`src/inc/pfs_pkg.sv`:
```
// Package holding the pin function select register map, field positions and pin tables.
package pfs_pkg;

    // Number of pins covered, port 0 bit 6 up to port 1 bit 6.
    localparam int PIN_COUNT = 9;

    // Register addresses in the extended register space.
    localparam logic [15:0] PIN_P0_6_FUNCTION_SELECT = 16'hA056;
    localparam logic [15:0] PIN_P0_7_FUNCTION_SELECT = 16'hA057;
    localparam logic [15:0] PIN_P1_0_FUNCTION_SELECT = 16'hA058;
    localparam logic [15:0] PIN_P1_1_FUNCTION_SELECT = 16'hA059;
    localparam logic [15:0] PIN_P1_2_FUNCTION_SELECT = 16'hA05A;
    localparam logic [15:0] PIN_P1_3_FUNCTION_SELECT = 16'hA05B;
    localparam logic [15:0] PIN_P1_4_FUNCTION_SELECT = 16'hA05C;
    localparam logic [15:0] PIN_P1_5_FUNCTION_SELECT = 16'hA05D;
    localparam logic [15:0] PIN_P1_6_FUNCTION_SELECT = 16'hA05E;

    localparam logic [15:0] PFS_OFFSET [PIN_COUNT] = '{
        PIN_P0_6_FUNCTION_SELECT, PIN_P0_7_FUNCTION_SELECT, PIN_P1_0_FUNCTION_SELECT,
        PIN_P1_1_FUNCTION_SELECT, PIN_P1_2_FUNCTION_SELECT, PIN_P1_3_FUNCTION_SELECT,
        PIN_P1_4_FUNCTION_SELECT, PIN_P1_5_FUNCTION_SELECT, PIN_P1_6_FUNCTION_SELECT
    };

    // Reset value of every function select register.
    localparam logic [7:0] PFS_RESET = 8'h00;

    // Field positions inside a function select register.
    localparam int GENERAL_IO_SELECT_BIT = 0;
    localparam int PIN_IRQ_A_SELECT_BIT  = 1;
    localparam int PIN_IRQ_B_SELECT_BIT  = 2;
    localparam int ALT_SLOT_LSB          = 4;

    // Analog enable position in the pin buffer configuration register.
    localparam int ANALOG_PATH_ENABLE_BIT = 3;

    // Pin indices of the two RTC crystal pins.
    localparam int RTC_OUT_PIN = 6;
    localparam int RTC_IN_PIN  = 7;

    // Writable bits per pin; unlisted bits hold zero.
    localparam logic [7:0] PFS_WRITE_MASK [PIN_COUNT] = '{
        8'hB7, 8'hB7, 8'hB7, 8'hB7, 8'hF7, 8'hF7, 8'hF7, 8'hF7, 8'hF7
    };

    // Alternate slots (bits 7..4 as 3..0) that drive the pin.
    localparam logic [3:0] PFS_DRIVE_SLOTS [PIN_COUNT] = '{
        4'h3, 4'h0, 4'h3, 4'h3, 4'h7, 4'h7, 4'h7, 4'h7, 4'h3
    };

    // Value seen by a peripheral input while its slot is not selected.
    localparam logic [3:0] PFS_IDLE_IN [PIN_COUNT] = '{
        4'h0, 4'h0, 4'h0, 4'h0, 4'h4, 4'h4, 4'h5, 4'h5, 4'h0
    };

endpackage : pfs_pkg

```
`src/rtl/pfs_pin_sel.sv`:
```
// One pin: its function select register and the priority multiplexer on its pad.
module pfs_pin_sel #(
    parameter logic [7:0] WRITE_MASK  = 8'hFF,
    parameter logic [3:0] DRIVE_SLOTS = 4'h0,
    parameter logic [3:0] IDLE_IN     = 4'h0
) (
    // Clock and reset.
    input  wire logic       clk_sys,
    input  wire logic       rst,
    // Register write.
    input  wire logic       wr_en,
    input  wire logic [7:0] wdata,
    // Pad side.
    input  wire logic       pin_in,
    output logic            pin_do,
    output logic            pin_oe,
    // Function side.
    input  wire logic [3:0] alt_do,
    input  wire logic [3:0] alt_oe,
    input  wire logic       gpio_do,
    input  wire logic       gpio_oe,
    output logic [3:0]      alt_di,
    output logic            gpio_di,
    output logic            irq_a_cond,
    output logic            irq_b_cond,
    output logic [7:0]      cfg
);

    logic [3:0] slot_sel;
    logic [3:0] slot_drive;
    logic       gpio_sel;

    always_ff @(posedge clk_sys)
    begin
        if (rst)
            cfg <= pfs_pkg::PFS_RESET;
        else if (wr_en)
            cfg <= wdata & WRITE_MASK;
    end

    assign slot_sel   = cfg[pfs_pkg::ALT_SLOT_LSB +: 4];
    assign slot_drive = slot_sel & DRIVE_SLOTS;
    assign gpio_sel   = cfg[pfs_pkg::GENERAL_IO_SELECT_BIT];

    // A fixed order keeps two selected sources from fighting on the pad.
    assign pin_do = slot_drive[3] ? alt_do[3] :
                    slot_drive[2] ? alt_do[2] :
                    slot_drive[1] ? alt_do[1] :
                    slot_drive[0] ? alt_do[0] :
                    gpio_sel      ? gpio_do   : 1'b0;
    assign pin_oe = slot_drive[3] ? alt_oe[3] :
                    slot_drive[2] ? alt_oe[2] :
                    slot_drive[1] ? alt_oe[1] :
                    slot_drive[0] ? alt_oe[0] :
                    gpio_sel      ? gpio_oe   : 1'b0;

    assign alt_di     = (slot_sel & {4{pin_in}}) | (~slot_sel & IDLE_IN);
    assign gpio_di    = gpio_sel & pin_in;
    // Both conditions are independent so one pin may feed both interrupts.
    assign irq_a_cond = cfg[pfs_pkg::PIN_IRQ_A_SELECT_BIT] & pin_in;
    assign irq_b_cond = cfg[pfs_pkg::PIN_IRQ_B_SELECT_BIT] & pin_in;

endmodule // pfs_pin_sel

```
`src/rtl/pfs_top.sv`:
```
// Pin function select block for pins port 0 bit 6 to port 1 bit 6.

module pfs_top (
    // Clock and reset.
    input  wire logic                 clk_sys,
    input  wire logic                 rst,
    // Extended register space access.
    input  wire logic [15:0]          xfr_addr,
    input  wire logic                 xfr_wr,
    input  wire logic                 xfr_rd,
    input  wire logic [7:0]           xfr_wdata,
    output logic [7:0]                xfr_rdata,
    // Pads.
    input  wire logic [8:0]           pin_in,
    output logic [8:0]                pin_out,
    output logic [8:0]                pin_oe,
    // General-purpose I/O.
    input  wire logic [8:0]           gpio_out,
    input  wire logic [8:0]           gpio_oe,
    output logic [8:0]                gpio_in,
    // Shared pin interrupts.
    output logic                      shared_pin_irq_a,
    output logic                      shared_pin_irq_b,
    // UARTs.
    input  wire logic                 uart_a_tx,
    input  wire logic                 uart_b_tx,
    output logic                      uart_a_rx,
    output logic                      uart_b_rx,
    // Motor PWM unit.
    input  wire logic                 motor_pwm_a_pos,
    input  wire logic                 motor_pwm_a_neg,
    input  wire logic                 motor_pwm_b_pos,
    input  wire logic                 motor_pwm_b_neg,
    // Capture/compare units 0 to 3.
    input  wire logic [3:0]           capcomp_out,
    input  wire logic [3:0]           capcomp_oe,
    output logic [3:0]                capcomp_in,
    // I2C lines; a drive_low input pulls the line low.
    input  wire logic                 i2c_slave_a_data_drive_low,
    input  wire logic                 i2c_slave_a_clock_drive_low,
    input  wire logic                 i2c_slave_b_data_drive_low,
    input  wire logic                 i2c_slave_b_clock_drive_low,
    input  wire logic                 i2c_master_data_drive_low,
    input  wire logic                 i2c_master_clock_drive_low,
    output logic                      i2c_slave_a_data_in,
    output logic                      i2c_slave_a_clock_in,
    output logic                      i2c_slave_b_data_in,
    output logic                      i2c_slave_b_clock_in,
    output logic                      i2c_master_data_in,
    output logic                      i2c_master_clock_in,
    // Timer 1.
    output logic                      timer_one_in,
    // Analog routing.
    output logic                      adc_chan_c_in_select,
    output logic                      adc_chan_d_in2_select,
    output logic                      adc_chan_d_in3_select,
    output logic                      adc_chan_d_in4_select,
    output logic                      adc_chan_d_in7_select,
    output logic                      adc_chan_d_in8_select,
    output logic                      adc_chan_d_in9_select,
    output logic                      rtc_crystal_out_select,
    output logic                      rtc_crystal_in_select,
    // Buffer analog enable.
    input  wire logic [8:0]           buf_analog_sw,
    input  wire logic                 rtc_enable,
    output logic [8:0]                analog_path_enable
);

    localparam int N = pfs_pkg::PIN_COUNT;

    logic [7:0] cfg         [N];
    logic [3:0] alt_do      [N];
    logic [3:0] alt_oe      [N];
    logic [3:0] alt_di      [N];
    logic [N-1:0] hit;
    logic [N-1:0] mux_do;
    logic [N-1:0] mux_oe;
    logic [N-1:0] gpio_di;
    logic [N-1:0] irq_a_cond;
    logic [N-1:0] irq_b_cond;
    logic [7:0] rd_value;
    logic [8:0] next_analog;
    logic [3:0] next_capcomp_in;

    // Alternate sources per pin; slot 3 is bit 7 down to slot 0 at bit 4.
    // I2C functions only ever pull low, so the pad data stays zero there.
    assign alt_do[0] = {1'b0, 1'b0, uart_b_tx, uart_a_tx};
    assign alt_oe[0] = {1'b0, 1'b0, 1'b1, 1'b1};
    assign alt_do[1] = 4'h0;
    assign alt_oe[1] = 4'h0;
    assign alt_do[2] = {1'b0, 1'b0, motor_pwm_a_pos, capcomp_out[0]};
    assign alt_oe[2] = {1'b0, 1'b0, 1'b1, capcomp_oe[0]};
    assign alt_do[3] = {1'b0, 1'b0, motor_pwm_a_neg, capcomp_out[1]};
    assign alt_oe[3] = {1'b0, 1'b0, 1'b1, capcomp_oe[1]};
    assign alt_do[4] = {1'b0, 1'b0, motor_pwm_a_pos, capcomp_out[2]};
    assign alt_oe[4] = {1'b0, i2c_slave_a_data_drive_low, 1'b1, capcomp_oe[2]};
    assign alt_do[5] = {1'b0, 1'b0, motor_pwm_a_neg, capcomp_out[3]};
    assign alt_oe[5] = {1'b0, i2c_slave_a_clock_drive_low, 1'b1, capcomp_oe[3]};
    assign alt_do[6] = {1'b0, 1'b0, motor_pwm_b_pos, 1'b0};
    assign alt_oe[6] = {1'b0, i2c_slave_b_clock_drive_low, 1'b1,
                        i2c_master_clock_drive_low};
    assign alt_do[7] = {1'b0, 1'b0, motor_pwm_b_neg, 1'b0};
    assign alt_oe[7] = {1'b0, i2c_slave_b_data_drive_low, 1'b1,
                        i2c_master_data_drive_low};
    assign alt_do[8] = {1'b0, 1'b0, motor_pwm_b_pos, capcomp_out[0]};
    assign alt_oe[8] = {1'b0, 1'b0, 1'b1, capcomp_oe[0]};

    genvar gi;
    generate
        for (gi = 0; gi < N; gi++)
        begin : g_pin
            assign hit[gi] = (xfr_addr == pfs_pkg::PFS_OFFSET[gi]);

            pfs_pin_sel #(
                .WRITE_MASK  (pfs_pkg::PFS_WRITE_MASK[gi]),
                .DRIVE_SLOTS (pfs_pkg::PFS_DRIVE_SLOTS[gi]),
                .IDLE_IN     (pfs_pkg::PFS_IDLE_IN[gi])
            ) u_pin (
                .clk_sys    (clk_sys),
                .rst        (rst),
                .wr_en      (xfr_wr & hit[gi]),
                .wdata      (xfr_wdata),
                .pin_in     (pin_in[gi]),
                .pin_do     (mux_do[gi]),
                .pin_oe     (mux_oe[gi]),
                .alt_do     (alt_do[gi]),
                .alt_oe     (alt_oe[gi]),
                .gpio_do    (gpio_out[gi]),
                .gpio_oe    (gpio_oe[gi]),
                .alt_di     (alt_di[gi]),
                .gpio_di    (gpio_di[gi]),
                .irq_a_cond (irq_a_cond[gi]),
                .irq_b_cond (irq_b_cond[gi]),
                .cfg        (cfg[gi])
            );
        end
    endgenerate

    // Unmapped addresses read back as zero.
    always_comb
    begin
        rd_value = 8'h00;
        for (int i = 0; i < N; i++)
        begin
            if (hit[i])
                rd_value = cfg[i];
        end
    end

    // Software owns the analog switch, but a running RTC needs its crystal pins analog.
    always_comb
    begin
        next_analog = buf_analog_sw;
        if (rtc_enable)
        begin
            next_analog[pfs_pkg::RTC_OUT_PIN] = 1'b1;
            next_analog[pfs_pkg::RTC_IN_PIN]  = 1'b1;
        end
    end

    // Capture/compare 0 may sit on two pins; idle value zero lets them merge.
    assign next_capcomp_in = {alt_di[5][0], alt_di[4][0], alt_di[3][0],
                              alt_di[2][0] | alt_di[8][0]};

    // Register read data; one cycle after the read strobe.
    always_ff @(posedge clk_sys)
    begin
        if (rst)
            xfr_rdata <= 8'h00;
        else if (xfr_rd)
            xfr_rdata <= rd_value;
    end

    // Pad outputs; registered so nothing combinational reaches a pad.
    always_ff @(posedge clk_sys)
    begin
        if (rst)
        begin
            pin_out <= 9'h000;
            pin_oe  <= 9'h000;
            gpio_in <= 9'h000;
        end
        else
        begin
            pin_out <= mux_do;
            pin_oe  <= mux_oe;
            gpio_in <= gpio_di;
        end
    end

    // Shared interrupts collect any number of pins.
    always_ff @(posedge clk_sys)
    begin
        if (rst)
        begin
            shared_pin_irq_a <= 1'b0;
            shared_pin_irq_b <= 1'b0;
        end
        else
        begin
            shared_pin_irq_a <= |irq_a_cond;
            shared_pin_irq_b <= |irq_b_cond;
        end
    end

    // Digital peripheral inputs.
    always_ff @(posedge clk_sys)
    begin
        if (rst)
        begin
            uart_a_rx  <= 1'b0;
            uart_b_rx  <= 1'b0;
            capcomp_in <= 4'h0;
            timer_one_in <= 1'b0;
        end
        else
        begin
            uart_a_rx  <= alt_di[1][0];
            uart_b_rx  <= alt_di[1][1];
            capcomp_in <= next_capcomp_in;
            timer_one_in <= alt_di[8][2];
        end
    end

    // I2C inputs idle high while unselected, so a dropped pin never looks like a start.
    always_ff @(posedge clk_sys)
    begin
        if (rst)
        begin
            i2c_slave_a_data_in  <= 1'b1;
            i2c_slave_a_clock_in <= 1'b1;
            i2c_slave_b_clock_in <= 1'b1;
            i2c_slave_b_data_in  <= 1'b1;
            i2c_master_clock_in  <= 1'b1;
            i2c_master_data_in   <= 1'b1;
        end
        else
        begin
            i2c_slave_a_data_in  <= alt_di[4][2];
            i2c_slave_a_clock_in <= alt_di[5][2];
            i2c_slave_b_clock_in <= alt_di[6][2];
            i2c_slave_b_data_in  <= alt_di[7][2];
            i2c_master_clock_in  <= alt_di[6][0];
            i2c_master_data_in   <= alt_di[7][0];
        end
    end

    // Analog switch selects follow bit 7 of each register.
    always_ff @(posedge clk_sys)
    begin
        if (rst)
        begin
            adc_chan_c_in_select   <= 1'b0;
            adc_chan_d_in2_select  <= 1'b0;
            adc_chan_d_in3_select  <= 1'b0;
            adc_chan_d_in4_select  <= 1'b0;
            adc_chan_d_in7_select  <= 1'b0;
            adc_chan_d_in8_select  <= 1'b0;
            adc_chan_d_in9_select  <= 1'b0;
            rtc_crystal_out_select <= 1'b0;
            rtc_crystal_in_select  <= 1'b0;
            analog_path_enable     <= 9'h000;
        end
        else
        begin
            adc_chan_c_in_select   <= cfg[0][7];
            adc_chan_d_in2_select  <= cfg[1][7];
            adc_chan_d_in3_select  <= cfg[2][7];
            adc_chan_d_in4_select  <= cfg[3][7];
            adc_chan_d_in7_select  <= cfg[4][7];
            adc_chan_d_in8_select  <= cfg[5][7];
            adc_chan_d_in9_select  <= cfg[8][7];
            rtc_crystal_out_select <= cfg[6][7];
            rtc_crystal_in_select  <= cfg[7][7];
            analog_path_enable     <= next_analog;
        end
    end

endmodule // pfs_top

```
`config.mk`:
```
export PLATFORM = sky130hd
export DESIGN_NAME = pfs_top
export DESIGN_NICKNAME = d
export VERILOG_FILES = /design/src/inc/pfs_pkg.sv /design/src/rtl/pfs_pin_sel.sv /design/src/rtl/pfs_top.sv
export SDC_FILE = /design/constraint.sdc
export NUM_CORES = 1
export LEC_CHECK = 0
export ABC_CLOCK_PERIOD_IN_PS = 2620
export BUFFER_PORTS_ARGS = -buffer_cell sky130_fd_sc_hd__buf_4
export CORE_ASPECT_RATIO = 1.1
export CORE_MARGIN = 8
export CORE_UTILIZATION = 53
export CTS_CLUSTER_DIAMETER = 120
export CTS_CLUSTER_SIZE = 14
export DETAILED_ROUTE_END_ITERATION = 6
export MAX_ROUTING_LAYER = met4
export PLACE_DENSITY = 0.87
export SYNTH_ARGS = -nofsm -noshare
export SYNTH_HDL_FRONTEND = slang
export SYNTH_HIERARCHICAL = 1
export SYNTH_SLANG_ARGS = --single-unit
```
`constraint.sdc`:
```
create_clock -name clk_sys -period 2.62 [get_ports clk_sys]
set_input_delay 0.262 -clock clk_sys [delete_from_list [all_inputs] [get_ports clk_sys]]
set_output_delay 0.262 -clock clk_sys [all_outputs]
set_load 0.005 [all_outputs]
```
==> out/results.ini <==
[cells_and_area]
layout_common_cells = buf_4, dfxtp_1, nor2_1, nor2b_1, mux2i_1
multi_input_area_um2 = 3180
diodes = 0
final_common_cell = buf_4
nets = 878
fill_cells = 824
final-seq-area_um2 = 2540
area_growth_pct = 29.8
drive_above_1_share_pct = 26.6

[timing]
maxSlewHeadroom_pct = 55.2
fin_crit_ns = 2.01
tightest_slew_ns = 0.671
fin_crit_sh_pct = 76.8
hold_violations = 0
clock.fmax_mhz = 497
finalSetupViolations = 0
tns_ns = 0
slew_viol_final = 0
rsz0062_at_grt = false
fin_skew_ns = 0.00523

[detailed_routing]
ant_nets = 0
wl_per_cell_um = 19.3
viasPerCell = 5.50
first_pass_iters = 5
drc = 0
drt-initial-drc-count = 308
wl_mm = 18.4
vias = 5240

[clocking]
numCtsBuffers = 17
htreeDepth = 4
clk_pin_slew_worst_paths_ns = 0.05
cts_buffer_depth = 2
cts_tree = done
cts_hold_buffers = 0
post_cts_buffers = 0
cts_resized = 0
clk_latency_ns = 0.40
cts_sinks = 127
clockRootBuffer = clkbuf_16

[global_route]
grtUsageTotal_pct = 25.5
grt_antenna_before_repair = 0
grt_max_degree = 62
grt_pass1_wl_mm = 28.4
grt.overflow.total = 0
grt_pass1_vias = 5412

[placement]
dp_hpwl_mm = 13.7
io_buffers = 151
gp_congestion = 0.913

[critical_path]
reg2reg_depth = 4
cp-start-kind = input port
worstPathMaxFanout = 7
rrSetupSlack_ns = 1.11
criticalPathCategory = in2reg
critPathRequiredTime_ns = 2.88
endpoint_kind = flip-flop
critical_path_arrival_ns = 2.27

[worst_hold_path]
hold_depth = 2
hold_class = in2reg

[floorplanning]
io_pins = 153
core.rowCount = 40
coreArea_um2 = 10900
die_area_um2 = 14900
die_x_um = 117
die_h_um = 127
initial_core_util_pct = 54.5

[power_and_ir_drop]
powerDensity_nw_per_um2 = 580
p_total_mw = 4.48
irDropWorstVdd_mv = 0.346
p_leak_nw = 3.07

[synth]
postSynthCellCount = 635
yosysWarnings = 6
syn-mean-instance-area_um2 = 9.37
syn_area_um2 = 5950

[flow_run]
maxCapViolCount = 0

[outcome]
status = finished clean

==> power breakdown <==
part	internal (mW)	leakage, nW	switching [mW]
registers	1.94	1.03	0.00184
clock network	1.42	0.266	0.849
logic	0.122	1.78	0.145
total	3.48	3.07	0.996
==> sequential cells by signal, indices dropped and copies added (netlist names), 4 cells and up <==
register,cells
pin_oe,9
g_pin.u_pin/cfg,59
xfr_rdata,8
analog_path_enable,9
gpio_in,9
capcomp_in,4
pin_out,9
==> through the flow <==
| stage | instances | hold slack, ns | util, % | setup slack [ns] | cell area, µm² |
|---|---|---|---|---|---|
| 2_1_floorplan | 652 | 0.334 | - | 0.606 | 6010 |
| 3_3_place_gp | 921 | 0.449 | 65.6 | 0.242 | 7150 |
| 3_5_place_dp | 921 | 0.456 | 65.6 | 0.235 | 7150 |
| 4_1_cts | 953 | 0.0642 | 70.8 | 0.617 | 7720 |
| 5_1_grt | 953 | 0.0599 | 70.8 | 0.510 | 7720 |
| 6_report | 953 | 0.0680 | 70.8 | 0.608 | 7720 |
==> path summary, 6_finish.rpt <==
| path | startpoint | endpoint |
|---|---|---|
| hold reg to reg | xfr_rdata[7]$_SDFFE_PP0P_ | xfr_rdata[7]$_SDFFE_PP0P_ |
| setup / recovery | xfr_addr[9] | g_pin[7].u_pin/cfg[6]$_SDFFE_PP0P_ |
| hold / removal | buf_analog_sw[1] | analog_path_enable[1]$_SDFF_PP0_ |
| setup reg to reg | g_pin[4].u_pin/cfg[6]$_SDFFE_PP0P_ | xfr_rdata[6]$_SDFFE_PP0P_ |
==> critical path: stages <==
cell and delay (ns):
buf_4 0.12, or4b_1 0.56, buf_4 0.21, nor4_4 0.28, and2_1 0.50, mux2i_1 0.28, nor2_1 0.06
==> layer usage <==
metal | track usage, % | part of all wire, % | vias to the layer above
li1 | - | - | 2497
met5 | - | 0 | -
met4 | 10.7 | 3.6 | 0
met2 | 42.1 | 48 | 217
met1 | 28.9 | 41 | 2472
met3 | 5.80 | 7.1 | 54
==> layout make-up <==
cell class | count | area share (%)
sequential | 127 | 32.9
inverter | 3 | 0.146
clock buffer | 22 | 5.88
multi-input combinational | 479 | 41.1
timing repair buffer | 165 | 16.0
clock inverter | 10 | 1.47
tap | 147 | 2.38
Note: power is estimated with default switching activity, not from simulation.
